<file path="src/design/nsr_pkg.sv">
// Purpose: Shared constants and types for the persistent register save/restore block.
// Assumes: Clause 45 style management frames; 16-bit registers.
// Notes: All offsets, field positions, reset values and codes are named here once.

package nsr_pkg;

  // ********************************************************************
  // Register map and field layout.
  // ********************************************************************
  localparam logic [15:0] NSR_ADDR_ACCESS_CTRL = 16'ha004;
  localparam logic [15:0] NSR_PAGE_PERSIST = 16'h8000;
  localparam logic [15:0] NSR_PAGE_VOLATILE = 16'ha000;
  localparam int NSR_CTRL_VEND_LSB = 9;
  localparam int NSR_CTRL_CMD_BIT = 5;
  localparam int NSR_CTRL_STAT_LSB = 2;
  localparam int NSR_CTRL_EXT_LSB = 0;
  localparam logic [15:0] NSR_CTRL_RESET = 16'h0000;
  localparam logic [15:0] NSR_SHADOW_RESET = 16'h0000;

  // ********************************************************************
  // Command status and qualifier codes.
  // ********************************************************************
  localparam logic [1:0] NSR_STAT_IDLE = 2'h0;
  localparam logic [1:0] NSR_STAT_OK = 2'h1;
  localparam logic [1:0] NSR_STAT_BUSY = 2'h2;
  localparam logic [1:0] NSR_STAT_FAIL = 2'h3;
  localparam logic [1:0] NSR_EXT_ALL = 2'h3;

  // ********************************************************************
  // Management frame constants.
  // ********************************************************************
  localparam logic [5:0] NSR_PREAMBLE_BITS = 6'h20;
  localparam logic [4:0] NSR_HDR_LAST = 5'h0d;
  localparam logic [4:0] NSR_DATA_LAST = 5'h0f;
  localparam logic [1:0] NSR_ST_C45 = 2'h0;
  localparam logic [1:0] NSR_OP_ADDR = 2'h0;
  localparam logic [1:0] NSR_OP_WRITE = 2'h1;
  localparam logic [1:0] NSR_OP_READ_INC = 2'h2;
  localparam logic [1:0] NSR_OP_READ = 2'h3;

  // Least number of saves the persistent store must be rated for.
  localparam int NSR_SAVE_ENDURANCE_MIN = 10000;

  // ********************************************************************
  // Types.
  // ********************************************************************
  typedef enum logic [1:0] {NSR_C_IDLE, NSR_C_PEND, NSR_C_EXEC, NSR_C_DONE} nsr_cmd_st_t;
  typedef enum logic [1:0] {NSR_M_PRE, NSR_M_HDR, NSR_M_TA, NSR_M_DATA} nsr_mdio_st_t;

  typedef struct packed {
    logic req;
    logic we;
    logic [7:0] addr;
    logic [15:0] wdata;
  } nsr_pm_req_t;

  typedef struct packed {
    logic ack;
    logic err;
    logic [15:0] rdata;
  } nsr_pm_rsp_t;

  typedef struct packed {
    nsr_cmd_st_t st;
    logic boot;
    logic save;
    logic fail;
    logic [1:0] ext;
    logic [6:0] vend;
    logic [7:0] idx;
    nsr_pm_req_t pm;
    logic soft_rst;
  } nsr_ctl_t;

  typedef struct packed {
    nsr_mdio_st_t st;
    logic mdc_q;
    logic [5:0] cnt;
    logic [15:0] sr;
    logic [1:0] op;
    logic hit;
    logic [15:0] addr;
    logic mdo;
    logic mdoe;
  } nsr_mdio_t;

endpackage : nsr_pkg

</file>
<file path="src/design/nsr_save_restore.sv">
// Purpose: Persistent register shadow file with save/restore command machine behind a management port.
// Assumes: i_mdc and i_mdio_i are synchronous to i_clk and far slower than it.
// Notes: Shadow words sit at the persistent page; the access control word sits on the volatile page.
//
// Behaviour
// - Host reads RO, RW and clear-on-read registers.
// - Writes to persistent registers change shadow only.
// - All access goes through management frames directly.
// - One save copies every shadow word out.
// - Persistent store rated above ten thousand saves.
// - Reset reloads all shadow words from store.
// - Restore overwrites every shadow word from store.
// - Bit 5 selects restore zero, save one.
// - Bits 3:2 report idle, ok, busy, failed.
// - Bits 1:0 qualify; 11b means all words.
// - Command and qualifier held until back idle.
// - Control writes count only while status idle.
// - Reading control after completion returns to idle.
// - Idle control write launches selected operation.
// - One command at once; busy ignores control writes.
// - Soft reset waits until command finishes.
// - Idle, pending, executing, complete; busy shows 10b.
// - Saves during reset or initialize are refused.

`timescale 1ns/1ps

module nsr_save_restore #(
  parameter int NV_WORDS = 16,
  parameter logic [4:0] PORT_ADDR = 5'h00,
  parameter logic [4:0] DEV_ADDR = 5'h01,
  parameter int PM_ENDURANCE = 100000
) (
  input wire logic i_clk,
  input wire logic i_rst_n,
  input wire logic i_mdc,
  input wire logic i_mdio_i,
  output logic o_mdio_o,
  output logic o_mdio_oe,
  input wire logic i_module_init,
  input wire logic i_soft_reset_req,
  output logic o_soft_reset,
  input wire logic i_pm_ready,
  output nsr_pkg::nsr_pm_req_t o_pm,
  input wire nsr_pkg::nsr_pm_rsp_t i_pm
);
  import nsr_pkg::*;

  // ********************************************************************
  // Elaboration checks.
  // ********************************************************************
  // The word index is eight bits wide and the store must outlast the saves.
  if (NV_WORDS < 1 || NV_WORDS > 256)
  begin : g_bad_words
    $error("NV_WORDS must lie between 1 and 256.");
  end
  if (PM_ENDURANCE <= NSR_SAVE_ENDURANCE_MIN)
  begin : g_bad_endurance
    $error("PM_ENDURANCE must exceed the least save count.");
  end

  // ********************************************************************
  // State.
  // ********************************************************************
  typedef struct packed {
    nsr_ctl_t ctl;
    nsr_mdio_t mdio;
    logic [NV_WORDS-1:0][15:0] shadow;
  } nsr_state_t;

  localparam logic [7:0] LAST_IDX = 8'(NV_WORDS - 1);
  localparam logic [15:0] NV_SPAN = 16'(NV_WORDS);

  nsr_state_t q_r;
  nsr_state_t q_nxt;

  // ********************************************************************
  // Next-state logic.
  // ********************************************************************
  // Command machine first, then the frame engine that may override it.
  always_comb
  begin
    logic edge_seen;
    logic bit_in;
    logic [13:0] hdr;
    logic [15:0] wr_word;
    logic [15:0] rd_word;
    logic [15:0] rel;
    logic [7:0] widx;
    logic in_nv;
    logic [1:0] status;
    edge_seen = 1'b0;
    bit_in = 1'b0;
    hdr = '0;
    wr_word = '0;
    rd_word = '0;
    rel = '0;
    widx = '0;
    in_nv = 1'b0;
    status = NSR_STAT_IDLE;
    q_nxt = q_r;

    // Status follows the command machine state.
    unique case (q_r.ctl.st)
      NSR_C_IDLE: status = NSR_STAT_IDLE;
      NSR_C_PEND: status = NSR_STAT_BUSY;
      NSR_C_EXEC: status = NSR_STAT_BUSY;
      NSR_C_DONE: status = q_r.ctl.fail ? NSR_STAT_FAIL : NSR_STAT_OK;
    endcase

    // Pending waits for the store to be free; executing walks every word.
    unique case (q_r.ctl.st)
      NSR_C_IDLE:
      begin
      end
      NSR_C_PEND:
      begin
        if (i_pm_ready)
        begin
          q_nxt.ctl.idx = '0;
          q_nxt.ctl.fail = 1'b0;
          if (!q_r.ctl.boot && q_r.ctl.ext != NSR_EXT_ALL)
          begin
            // Vendor-specific qualifiers are not served here and report failure.
            q_nxt.ctl.fail = 1'b1;
            q_nxt.ctl.st = NSR_C_DONE;
          end
          else
          begin
            q_nxt.ctl.st = NSR_C_EXEC;
          end
        end
      end
      NSR_C_EXEC:
      begin
        if (!q_r.ctl.pm.req)
        begin
          // Boot loads always restore; a save writes the shadow word out.
          q_nxt.ctl.pm.req = 1'b1;
          q_nxt.ctl.pm.we = q_r.ctl.save && !q_r.ctl.boot;
          q_nxt.ctl.pm.addr = q_r.ctl.idx;
          q_nxt.ctl.pm.wdata = q_r.shadow[q_r.ctl.idx];
        end
        else if (i_pm.ack)
        begin
          q_nxt.ctl.pm.req = 1'b0;
          if (!q_r.ctl.pm.we)
          begin
            q_nxt.shadow[q_r.ctl.idx] = i_pm.rdata;
          end
          if (i_pm.err || q_r.ctl.idx == LAST_IDX)
          begin
            q_nxt.ctl.fail = i_pm.err;
            q_nxt.ctl.boot = 1'b0;
            q_nxt.ctl.st = q_r.ctl.boot ? NSR_C_IDLE : NSR_C_DONE;
          end
          else
          begin
            q_nxt.ctl.idx = q_r.ctl.idx + 8'h01;
          end
        end
      end
      NSR_C_DONE:
      begin
      end
    endcase

    // A soft reset is passed on only when no command is running.
    q_nxt.ctl.soft_rst = i_soft_reset_req && (q_r.ctl.st == NSR_C_IDLE || q_r.ctl.st == NSR_C_DONE);

    // Frame engine: sample the data pin on each rising management clock.
    q_nxt.mdio.mdc_q = i_mdc;
    edge_seen = i_mdc && !q_r.mdio.mdc_q;
    bit_in = i_mdio_i;
    rel = q_r.mdio.addr - NSR_PAGE_PERSIST;
    in_nv = (q_r.mdio.addr >= NSR_PAGE_PERSIST) && (rel < NV_SPAN);
    widx = rel[7:0];
    hdr = {q_r.mdio.sr[12:0], bit_in};
    wr_word = {q_r.mdio.sr[14:0], bit_in};

    // Read value of the addressed register; unmapped words read zero.
    if (q_r.mdio.addr == NSR_ADDR_ACCESS_CTRL)
    begin
      rd_word = NSR_CTRL_RESET;
      rd_word[NSR_CTRL_VEND_LSB +: 7] = q_r.ctl.vend;
      rd_word[NSR_CTRL_CMD_BIT] = q_r.ctl.save;
      rd_word[NSR_CTRL_STAT_LSB +: 2] = status;
      rd_word[NSR_CTRL_EXT_LSB +: 2] = q_r.ctl.ext;
    end
    else if (in_nv)
    begin
      rd_word = q_r.shadow[widx];
    end

    if (edge_seen)
    begin
      unique case (q_r.mdio.st)
        NSR_M_PRE:
        begin
          // Count ones; the first zero after a full preamble opens the header.
          if (bit_in)
          begin
            if (q_r.mdio.cnt != NSR_PREAMBLE_BITS)
            begin
              q_nxt.mdio.cnt = q_r.mdio.cnt + 6'h01;
            end
          end
          else if (q_r.mdio.cnt == NSR_PREAMBLE_BITS)
          begin
            q_nxt.mdio.st = NSR_M_HDR;
            q_nxt.mdio.sr = '0;
            q_nxt.mdio.cnt = 6'h01;
          end
          else
          begin
            q_nxt.mdio.cnt = '0;
          end
        end
        NSR_M_HDR:
        begin
          q_nxt.mdio.sr = wr_word;
          q_nxt.mdio.cnt = q_r.mdio.cnt + 6'h01;
          if (q_r.mdio.cnt[4:0] == NSR_HDR_LAST)
          begin
            q_nxt.mdio.st = NSR_M_TA;
            q_nxt.mdio.cnt = '0;
            q_nxt.mdio.op = hdr[11:10];
            q_nxt.mdio.hit = hdr[13:12] == NSR_ST_C45 && hdr[9:5] == PORT_ADDR && hdr[4:0] == DEV_ADDR;
            if (q_nxt.mdio.hit && hdr[11] == 1'b1)
            begin
              // Capture read data now; reading a finished command returns it to idle.
              q_nxt.mdio.sr = rd_word;
              if (q_r.mdio.addr == NSR_ADDR_ACCESS_CTRL && q_r.ctl.st == NSR_C_DONE)
              begin
                q_nxt.ctl.st = NSR_C_IDLE;
              end
              if (hdr[11:10] == NSR_OP_READ_INC)
              begin
                q_nxt.mdio.addr = q_r.mdio.addr + 16'h0001;
              end
            end
          end
        end
        NSR_M_TA:
        begin
          q_nxt.mdio.cnt = q_r.mdio.cnt + 6'h01;
          if (q_r.mdio.hit && q_r.mdio.op[1])
          begin
            // Drive zero for the second turnaround bit, then the data MSB.
            q_nxt.mdio.mdoe = 1'b1;
            q_nxt.mdio.mdo = (q_r.mdio.cnt == '0) ? 1'b0 : q_r.mdio.sr[15];
            if (q_r.mdio.cnt != '0)
            begin
              q_nxt.mdio.sr = {q_r.mdio.sr[14:0], 1'b0};
            end
          end
          if (q_r.mdio.cnt != '0)
          begin
            q_nxt.mdio.st = NSR_M_DATA;
            q_nxt.mdio.cnt = '0;
          end
        end
        NSR_M_DATA:
        begin
          q_nxt.mdio.cnt = q_r.mdio.cnt + 6'h01;
          if (q_r.mdio.hit && q_r.mdio.op[1])
          begin
            q_nxt.mdio.mdo = q_r.mdio.sr[15];
            q_nxt.mdio.sr = {q_r.mdio.sr[14:0], 1'b0};
          end
          else
          begin
            q_nxt.mdio.sr = wr_word;
          end
          if (q_r.mdio.cnt[4:0] == NSR_DATA_LAST)
          begin
            q_nxt.mdio.st = NSR_M_PRE;
            q_nxt.mdio.cnt = '0;
            q_nxt.mdio.mdoe = 1'b0;
            q_nxt.mdio.mdo = 1'b0;
            if (q_r.mdio.hit && q_r.mdio.op == NSR_OP_ADDR)
            begin
              q_nxt.mdio.addr = wr_word;
            end
            if (q_r.mdio.hit && q_r.mdio.op == NSR_OP_WRITE)
            begin
              if (q_r.mdio.addr == NSR_ADDR_ACCESS_CTRL)
              begin
                // Only an idle machine outside reset or initialize takes a command.
                if (q_r.ctl.st == NSR_C_IDLE && !i_module_init)
                begin
                  q_nxt.ctl.st = NSR_C_PEND;
                  q_nxt.ctl.save = wr_word[NSR_CTRL_CMD_BIT];
                  q_nxt.ctl.ext = wr_word[NSR_CTRL_EXT_LSB +: 2];
                  q_nxt.ctl.vend = wr_word[NSR_CTRL_VEND_LSB +: 7];
                end
              end
              else if (in_nv && q_r.ctl.st != NSR_C_EXEC)
              begin
                // Host edits land in the shadow; the store is untouched.
                q_nxt.shadow[widx] = wr_word;
              end
            end
          end
        end
      endcase
    end
  end

  // ********************************************************************
  // State register.
  // ********************************************************************
  // Reset starts a boot restore of the whole shadow file.
  always_ff @(posedge i_clk)
  begin
    if (!i_rst_n)
    begin
      q_r <= '0;
      q_r.ctl.st <= NSR_C_PEND;
      q_r.ctl.boot <= 1'b1;
      q_r.shadow <= {NV_WORDS{NSR_SHADOW_RESET}};
    end
    else
    begin
      q_r <= q_nxt;
    end
  end

  // ********************************************************************
  // Outputs.
  // ********************************************************************
  // All outputs come straight from the state register.
  assign o_mdio_o = q_r.mdio.mdo;
  assign o_mdio_oe = q_r.mdio.mdoe;
  assign o_soft_reset = q_r.ctl.soft_rst;
  assign o_pm = q_r.ctl.pm;

endmodule : nsr_save_restore

</file>
<file path="config.mk">
export PLATFORM = sky130hd
export DESIGN_NAME = nsr_save_restore
export DESIGN_NICKNAME = d
export VERILOG_FILES = /design/src/design/nsr_pkg.sv /design/src/design/nsr_save_restore.sv
export SDC_FILE = /design/constraint.sdc
export NUM_CORES = 1
export LEC_CHECK = 0
export BUFFER_PORTS_ARGS = -buffer_cell sky130_fd_sc_hd__buf_2
export CAP_MARGIN = 20
export CORE_MARGIN = 5
export CORE_UTILIZATION = 30
export DETAILED_ROUTE_END_ITERATION = 10
export PLACE_DENSITY_LB_ADDON = 0.12
export SYNTH_ARGS = -nofsm -noshare
export SYNTH_HDL_FRONTEND = slang
export SYNTH_SLANG_ARGS = --single-unit
export TNS_END_PERCENT = 1
</file>
<file path="constraint.sdc">
create_clock -name i_clk -period 3.8 [get_ports i_clk]
set_input_delay 0.95 -clock i_clk [delete_from_list [all_inputs] [get_ports i_clk]]
set_output_delay 0.95 -clock i_clk [all_outputs]
set_load 0.01 [all_outputs]
</file>
==> results of run 1 <==
==> routing by layer <==
metal	part of all wire [%]	wire length, um
met1	45	39040
met2	46	39510
met3	7.1	6128
met4	2.1	1852
met5	0.030	26
==> per-stage QoR <==
stage / setup slack [ps] / instance area (sq um) / cells / utilization [%]
final: 809.6 / 23730 / 3142 / 33.83
after detailed placement: 488.9 / 22290 / 3057 / 31.77
after CTS: 819.5 / 23710 / 3138 / 33.80
after global placement: 605.8 / 22290 / 3057 / 31.77
after global routing: 606.4 / 23730 / 3139 / 33.82
after floorplan: 775.0 / 21270 / 2240 / -
==> worst max path at each step <==
stage | startpoint | endpoint | slack (ps)
finish | q_r[336]$_SDFFE_PN0P_ | q_r[80]$_SDFF_PN0_ | 810
global route | q_r[294]$_SDFFE_PN0P_ | q_r[49]$_SDFF_PN0_ | 610
CTS | q_r[336]$_SDFFE_PN0P_ | q_r[80]$_SDFF_PN0_ | 820
detailed placement | i_pm[17] | q_r[80]$_SDFF_PN0_ | 490
global placement | i_pm[17] | q_r[80]$_SDFF_PN0_ | 610
floorplan | q_r[329]$_SDFFE_PN0P_ | q_r[102]$_SDFF_PN0_ | 770
==> cells in the final DEF, fill, tap and decap left out, drive strengths merged, types with 44 or more instances in the layout <==
cell	instances
a21oi	58
nand4	44
nand2	334
o21ai	161
mux2i	152
a211oi	134
clkbuf	70
mux4	151
nor2	191
buf	143
dfxtp	351
a31oi	125
==> final cells by class <==
type	count	area, sq um	area share [%]
diodes	3	7.507	0.03163
inverters	23	93.84	0.3954
clock inverters	11	101.3	0.4270
clock buffers	70	1321	5.567
well taps	940	1176	4.956
repair buffers	143	1064	4.481
multi-input cells	1601	12920	54.45
flip-flops and latches	351	7046	29.69
==> worst max-delay path: cells and delay by family (launching register included) <==
family                 cells  cell delay, ps
DFF                        1             350
buffers and inverters      1             440
AOI/OAI and AO/OA          1             250
muxes                      1             140
and+or+nand+nor            2            1710
==> cell families (layout without fill, tap and decap cells) <==
| group | Yosys count | count (layout) |
|---|---|---|
| AND/OR/NAND/NOR | 697 | 697 |
| AO/OA/AOI/OAI | 563 | 563 |
| flip-flops | 351 | 351 |
| multiplexers | 310 | 310 |
| buffers and inverters | 288 | 247 |
| adder cells (fa/ha/maj) | 22 | 22 |
| XOR/XNOR | 9 | 9 |
| other | 0 | 3 |
==> sequential cells by signal, indices dropped and copies added, names as in the netlist <==
signal and count:
o_pm 26, q_r 322, o_soft_reset 1, o_mdio_o 1, o_mdio_oe 1
==> power breakdown <==
part,switching [mW],total (mW),internal [mW]
clock,1.80,4.26,2.46
combinational,0.531,0.816,0.285
sequential,0.0529,3.76,3.71
total,2.39,8.83,6.45
==> run metrics, run 1 <==
WL per Instance=27.55 um; die height=276.3 um; drt drc=0; grt met1 use=31.12%; worst r2r src=q_r[336]$_SDFFE_PN0P_; area leader, netlist=dfxtp_1; TritonCTS clock tree=done; Max-cap violations=0; Worst Hold Depth=2; Starting Density=30.32%; routed via count=18,240; PwrDens=372.3 nW/um^2; final slew viol count=0; GR Util met2=34.58%; leak pwr=8.892 nW; vias in the first global route=17,240; Syn Area/Cell=9.497 sq um; cts repair resizes=0; WHS Endpoint=o_pm[20]$_SDFFE_PN0P_; crit path kind=reg -> reg; die area=76,340 sq um; Gate Count Post-Synth=2,240; hold_sp=o_pm[20]$_SDFFE_PN0P_; detailed placement HPWL=54,120 um; DR iter-0 viols=1,733; Total GRT Usage=21.81%; final hold violation count=0; clock slew at reported path FFs=60 ps; status=complete, no violations; Max stage delay on crit path=880 ps; maximum VDD drop=272.7 uV; layout cells sized above 1=24.15%; Rel. slew slack=27.30%; detailed-route wire length=86,560 um; Placer Congestion=0.8060; crit path DAT=3490 ps; initial antenna violation count=8; Vias per Instance=5.805; Post-synth EDFFs=0; die boundary width=276.3 um; clock tree sinks=351; total power=8.835 mW; Setup Skew=33.02 ps; Post-CTS Repair Setup Buffers=0; crit path max fanout=9; fillcell total=7,197; Clk Tree Root Cell=clkbuf_16; Synth Register Bits=351; f_max=0.3344 GHz; CP required=4300 ps; post-synthesis mux area share=23.51%; Crit. End Element=flip-flop; Seq/Total Area, Yosys=33.03%; reg2reg path depth=5; worst-margin pin slew=1089 ps; CTS H-tree lvls=2; Layout area overhead=11.56%; buffer levels on the longest clock path=3; DRT Pass-1 Iters=6; Mapped Area=21,270 sq um; most frequent cell after synthesis=dfxtp_1; flop2flop setup slack=810 ps; Post-Synth Adder-Cell Area=1.294%; top_reg_cell synth=dfxtp_1; period utilisation layout=78.70%; met3 Use GR=3.763%; RSZ-0062 raised after global routing=false; Post-synth top cells=351 x dfxtp_1, 334 x nand2_1, 191 x nor2_1, 170 x clkbuf_1; Final setup viols=0; busiest grt layer=met2; simple-gate portion of the synthesized area=15.81%; YS warnings=0; largest family of logic cells by synthesized area=multiplexers; num ports=54; Nets=2,213; first-pass GRT wire length=125,700 um; slowest CP cell=nand4_2; Worst setup SP type=flip-flop; Synth Area in Compound Gates=19.70%; clk_lat worst skew=610 ps; top cells by area, synth=dfxtp_1 33%, mux4_2 16%, mux2i_1 7.2%; min-delay worst type=reg -> reg; Num CTS Buffers=46; pin count of the biggest net entering global routing=90; Sum Neg Setup Slack=0 ps; async set-or-reset flop fraction in the synthesized netlist=0%; post-synthesis xor/xnor area fraction=0.3705%; post-synth cell types=86; area share of the largest cell type after synthesis=33.03%; Antenna Nets Post-Route=0; worst-path cell chain=nor4_2 -> nand4_2 -> buf_12 -> mux2i_1 -> a211oi_2; syn nets=2,287; # hold bufs at CTS=0; fin crit period=2990 ps; Core Area=70,150 sq um; Worst R2R End=q_r[80]$_SDFF_PN0_; IO buf count=53; num rows=97; worst hold slack=449.0 ps; gr ovfl total=0
Power figures use the tool's default switching activity.
==> inputs of run 2 (changes only) <==
==> constraint.sdc (replaced) <==
create_clock -name i_clk -period 2.8 [get_ports i_clk]
set_input_delay 0.7 -clock i_clk [delete_from_list [all_inputs] [get_ports i_clk]]
set_output_delay 0.7 -clock i_clk [all_outputs]
set_load 0.01 [all_outputs]
==> run 2 against run 1 <==
Effect of this change:
- sequential share of layout area shrank 0.70 points
- clock power grew 36%
- clock skew grew 4.4 ps
- cell count grew 1.2%
- register-to-register slack lost 620 ps
- first-iteration DRC count grew 0.58%
- combinational power grew 42%
- non-clock buffer count grew 44
- flip-flop and latch count is the same
- critical path type unchanged
- largest cell class unchanged
==> run metrics, run 2 (same netlist as run 1, synthesis figures left out) <==
flop2flop setup slack=190 ps; initial antenna violation count=4; most frequent cells in the layout=344 x dfxtp_1, 333 x nand2_1, 189 x nor2_1, 152 x mux2i_1, 152 x o21ai_0; Worst Hold Depth=3; clock tree sinks=351; met2 WL=39,930 um; worst r2r src=q_r[293]$_SDFFE_PN0P_; Clk Tree Root Cell=clkbuf_16; Net Sw Frac=26.83%; Rel. slew slack=29.19%; Final setup viols=0; worst-margin pin slew=1062 ps; Clock Power Share=48.0%; crit path kind=reg -> reg; Setup Skew=37.37 ps; Starting Density=30.32%; PwrDens=496.1 nW/um^2; WL per Instance=27.40 um; crit path max fanout=32; status=complete, no violations; clock slew at reported path FFs=60 ps; buffer levels on the longest clock path=3; max reg flops=322; final std cells w/o fill=3,181; gr ovfl total=0; Largest Register=q_r; f_max=0.3824 GHz; vias in the first global route=17,630; WHS Endpoint=o_soft_reset$_SDFF_PN0_; most common cell after layout, fill and taps aside=dfxtp_1; Placer Congestion=0.8291; hold_sp=i_soft_reset_req; final hold violation count=0; sequential share of power=42.3%; WL met3=5718 um; crit path DAT=3050 ps; DR top layer=met5; reg2reg path depth=12; num rows=97; Vias per Instance=5.776; detailed placement HPWL=54,120 um; Internal Dissipation=8.824 mW; placed cell count=3,100; min-delay worst type=in -> reg; pin count of the biggest net entering global routing=132; maximum VDD drop=411.4 uV; CTS H-tree lvls=2; detailed-route wire length=87,160 um; DRT Pass-1 Iters=6; first-pass GRT wire length=126,700 um; routed via count=18,370; met1 wire length=38,690 um; TritonCTS clock tree=done; Antenna Nets Post-Route=0; die boundary width=276.3 um; CP required=3230 ps; final slew viol count=0; Crit. End Element=flip-flop; NetSw=3.235 mW; RSZ-0062 raised after global routing=false; die height=276.3 um; Core Area=70,150 sq um; layout cells sized above 1=25.86%; IO buf count=53; Nets=2,255; drt drc=0; Num CTS Buffers=44; Worst setup SP type=flip-flop; Comb pwr share=9.7%; period utilisation layout=93.38%; num ports=54; worst setup margin=185.2 ps; Total GRT Usage=21.92%; Max-cap violations=0; pre-CTS WS=71.22 ps; die area=76,340 sq um; leak pwr=9.220 nW; Worst R2R End=q_r[234]$_SDFF_PN0_; DR iter-0 viols=1,743; clk_lat worst skew=610 ps; fin crit period=2615 ps; Layout area overhead=14.27%
run 2: cell count changes in the layout (fill, tap and decap cells not counted), sizes merged:
cell,previous run,this run
bufinv,1,2
diode,3,2
buf,143,187
clkbuf,70,65
run 2: layer usage:
metal  vias up  GRT usage (%)
li1       8287              -
met1      9289          30.05
met2       658          34.99
met3       138          4.252
met4         2          7.069
met5         -              0
run 2: power groups by stage:
| stage | clock, mW | combinational [mW] | sequential, mW |
|---|---|---|---|
| global placement | 0 | 1.17 | 5.21 |
| floorplan | 0 | 0.811 | 5.17 |
| finish | 5.79 | 1.16 | 5.11 |
| CTS | 5.92 | 1.18 | 5.10 |
| global route | 6.12 | 1.27 | 5.11 |
| detailed placement | 0 | 1.17 | 5.21 |
run 2: cell type report:
class                   count  area [sq um]
multi-input cells        1601         12940
repair buffers            187          1624
well taps                 940          1176
inverters                  23         93.84
clock buffers              65          1281
clock inverters            12         142.6
flip-flops and latches    351          7046
diodes                      2         5.005
fillers                  7183         45840
run 2: how the worst max path moves through the flow:
stage                          start                    end  depth (start not counted)
4_1_cts        q_r[293]$_SDFFE_PN0P_    q_r[148]$_SDFF_PN0_                         10
2_1_floorplan  q_r[329]$_SDFFE_PN0P_    q_r[102]$_SDFF_PN0_                         10
3_5_place_dp   q_r[293]$_SDFFE_PN0P_    q_r[177]$_SDFF_PN0_                         10
5_1_grt        q_r[293]$_SDFFE_PN0P_  q_r[286]$_SDFFE_PN0P_                          9
6_report       q_r[293]$_SDFFE_PN0P_    q_r[234]$_SDFF_PN0_                         12
3_3_place_gp                i_mdio_i  q_r[258]$_SDFFE_PN0P_                          8
run 2: repair_timing:
item / in CTS / in global routing
endpoints found under the setup margin: 0 / 138
setup buffers: 0 / 2
gates resized for setup: 0 / 4
hold buffers: 0 / 0
run 2: critical path, stage by stage, from the launching register on:
cell      delay (ps)
dfxtp_1          330
ha_1             170
nand3_1          120
inv_1             80
ha_2             240
nand2_2          170
buf_4            220
nor4_4           360
buf_4            190
nand4_4          110
buf_12           240
nor2_1           140
a211oi_2          60
run 2: through the flow:
stage	hold WS [ps]	total power [mW]	setup TNS [ps]	instance area [sq um]	util, %
floorplan	436.7	5.980	-674.4	21280	-
global placement	442.4	6.379	0	22850	32.57
detailed placement	445.8	6.382	0	22850	32.57
CTS	302.8	12.20	0	24270	34.60
global route	328.6	12.49	0	24300	34.65
finish	333.3	12.06	0	24310	34.65
==> inputs of run 3 (changes only) <==
==> constraint.sdc (replaced) <==
create_clock -name i_clk -period 2.2 [get_ports i_clk]
set_input_delay 0.55 -clock i_clk [delete_from_list [all_inputs] [get_ports i_clk]]
set_output_delay 0.55 -clock i_clk [all_outputs]
set_load 0.01 [all_outputs]
==> run 3 against run 2 <==
Effect of this change:
- the run now ends with setup timing left
- cell count grew 4.0%
- maximum frequency grew 14%
- cell area grew 12%
- sequential share of layout area shrank 3.0 points
- die area is the same
- via count grew 3.4%
- clock power grew 37%
- clock skew shrank 17 ps
- flip-flop and latch count is the same
- routed wire length grew 3.6%
- clock-buffer cell count shrank 5
- critical endpoint is now q_r[212]$_SDFF_PN0_
- largest power group unchanged
- highest routed layer unchanged
==> run metrics, run 3 (same netlist as run 1, synthesis figures left out) <==
status=finished, violations left; failing checks=setup timing; PwrDens=596.2 nW/um^2; WL per Instance=27.28 um; flop2flop setup slack=-90 ps; Final Cell Area=27,150 sq um; most common cell after layout, fill and taps aside=dfxtp_1; RSZ-0062 raised after global routing=true; num ports=54; crit path kind=reg -> reg; clk_lat worst skew=590 ps; Vias per Instance=5.744; worst r2r src=q_r[267]$_SDFFE_PN0P_; gr ovfl total=0; Worst setup SP type=flip-flop; Setup Skew=20.22 ps; DRT Pass-1 Iters=5; most frequent cells in the layout=339 x dfxtp_1, 329 x nand2_1, 163 x buf_4, 152 x mux2i_1, 151 x mux4_2; vias in the first global route=18,560; # hold bufs at CTS=0; fin crit period=2287 ps; die area=76,340 sq um; min-delay worst type=in -> reg; num rows=97; detailed-route wire length=90,260 um; Crit. End Element=flip-flop; Top cell by count, worst path=buf_12; CP required=2650 ps; first-pass GRT wire length=131,400 um; Layout area overhead=27.64%; Antenna Nets Post-Route=0; TritonCTS clock tree=done; Max-cap violations=0; Largest Register=q_r; detailed placement HPWL=58,270 um; Worst R2R End=q_r[212]$_SDFF_PN0_; pin count of the biggest net entering global routing=63; max reg flops=322; drt drc=0; slowest CP cell=or4_4; initial antenna violation count=8; worst-margin pin slew=577.3 ps; final slew viol count=0; Final setup viols=58; WHS Endpoint=o_soft_reset$_SDFF_PN0_; Max stage delay on crit path=550 ps; f_max=0.4373 GHz; clock slew at reported path FFs=70 ps; Clk Tree Root Cell=clkbuf_16; reg2reg path depth=9; final hold violation count=0; Num CTS Buffers=44; maximum VDD drop=436.6 uV; hold_sp=i_soft_reset_req; leak pwr=10.35 nW; buffer levels on the longest clock path=3; Worst Hold Depth=3; period utilisation layout=103.9%; layout cells sized above 1=40.32%; die height=276.3 um; routed via count=19,000; Starting Density=30.32%; Total GRT Usage=22.62%; die boundary width=276.3 um; worst setup margin=-86.64 ps; Nets=2,378; crit path DAT=2740 ps; Rel. slew slack=61.51%; crit path max fanout=6; Placer Congestion=0.8296; total power=16.19 mW; Placed Area=24,270 sq um; clock tree sinks=351; DR iter-0 viols=1,897; worst-path cell chain=or4_4 -> nor4_4 -> buf_6 -> buf_12 -> nand4_4 -> buf_12 -> clkbuf_16 -> nor2_2 -> a211oi_2; IO buf count=53; Core Area=70,150 sq um; CTS H-tree lvls=2
## run 3: changes by cell type in the layout (fill, tap and decap cells not counted), sizes merged
| cell | previous run | this run |
|---|---|---|
| clkinvlp | 1 | 3 |
| clkbuf | 65 | 62 |
| bufinv | 2 | 6 |
| clkinv | 7 | 10 |
| buf | 187 | 308 |
## run 3: report_power, final
group / switching (mW) / internal [mW] / total [mW]
logic: 1.04 / 0.733 / 1.77
registers: 0.0711 / 6.40 / 6.47
clock network: 3.16 / 4.79 / 7.94
total: 4.27 / 11.9 / 16.2
## run 3: per-layer routing
layer	vias to the layer above	GRT usage (%)	share of wire [%]
met5	-	0	0.025
met4	4	6.633	3.0
met3	153	4.286	7.3
met2	715	36.25	46
met1	9588	31.24	44
li1	8540	-	-
## run 3: cell type report
cell class / instances / area [sq um]
inverters: 23 / 98.84
repair buffers: 310 / 3321
fillers: 7022 / 43000
clock inverters: 21 / 270.3
well taps: 940 / 1176
clock buffers: 60 / 1282
flip-flops and latches: 351 / 7052
multi-input cells: 1601 / 13950
diodes: 2 / 5.005
## run 3: repair_timing
| item | in CTS | in global routing |
|---|---|---|
| endpoints found under the setup margin | 289 | 310 |
| gates resized for setup | 89 | 334 |
| setup buffers | 8 | 7 |
| pin swaps | 16 | 20 |
| cloned | 3 | 3 |
## run 3: worst max-delay path: cells and delay by family (launching register included)
family / cells / cell delay [ps]
flip-flops: 1 / 320
AO/OA/AOI/OAI: 1 / 50
buffers and inverters: 4 / 690
AND/OR/NAND/NOR: 4 / 1090
## run 3: through the flow
| step | utilization [%] | instances | worst slack [ps] | hold slack (ps) | TNS, ps |
|---|---|---|---|---|---|
| finish | 38.71 | 3308 | -86.64 | 165.8 | -1625 |
| global route | 38.70 | 3306 | -189.2 | 189.5 | -20360 |
| CTS | 37.34 | 3297 | -88.12 | 138.2 | -3248 |
| detailed placement | 34.59 | 3205 | -253.0 | 444.6 | -33410 |
| global placement | 34.59 | 3205 | -269.0 | 442.2 | -25300 |
| floorplan | - | 2240 | -75.11 | 436.7 | -7719 |
## run 3: worst max path at each step
stage	cells after the start	start	slack, ps	end
2_1_floorplan	6	q_r[329]$_SDFFE_PN0P_	-80	o_pm[5]$_SDFFE_PN0P_
3_5_place_dp	8	i_mdio_i	-250	q_r[259]$_SDFFE_PN0P_
3_3_place_gp	6	i_mdio_i	-270	q_r[288]$_SDFFE_PN0P_
5_1_grt	8	q_r[267]$_SDFFE_PN0P_	-190	q_r[219]$_SDFF_PN0_
4_1_cts	9	q_r[293]$_SDFFE_PN0P_	-90	q_r[277]$_SDFFE_PN0P_
6_report	9	q_r[267]$_SDFFE_PN0P_	-90	q_r[212]$_SDFF_PN0_
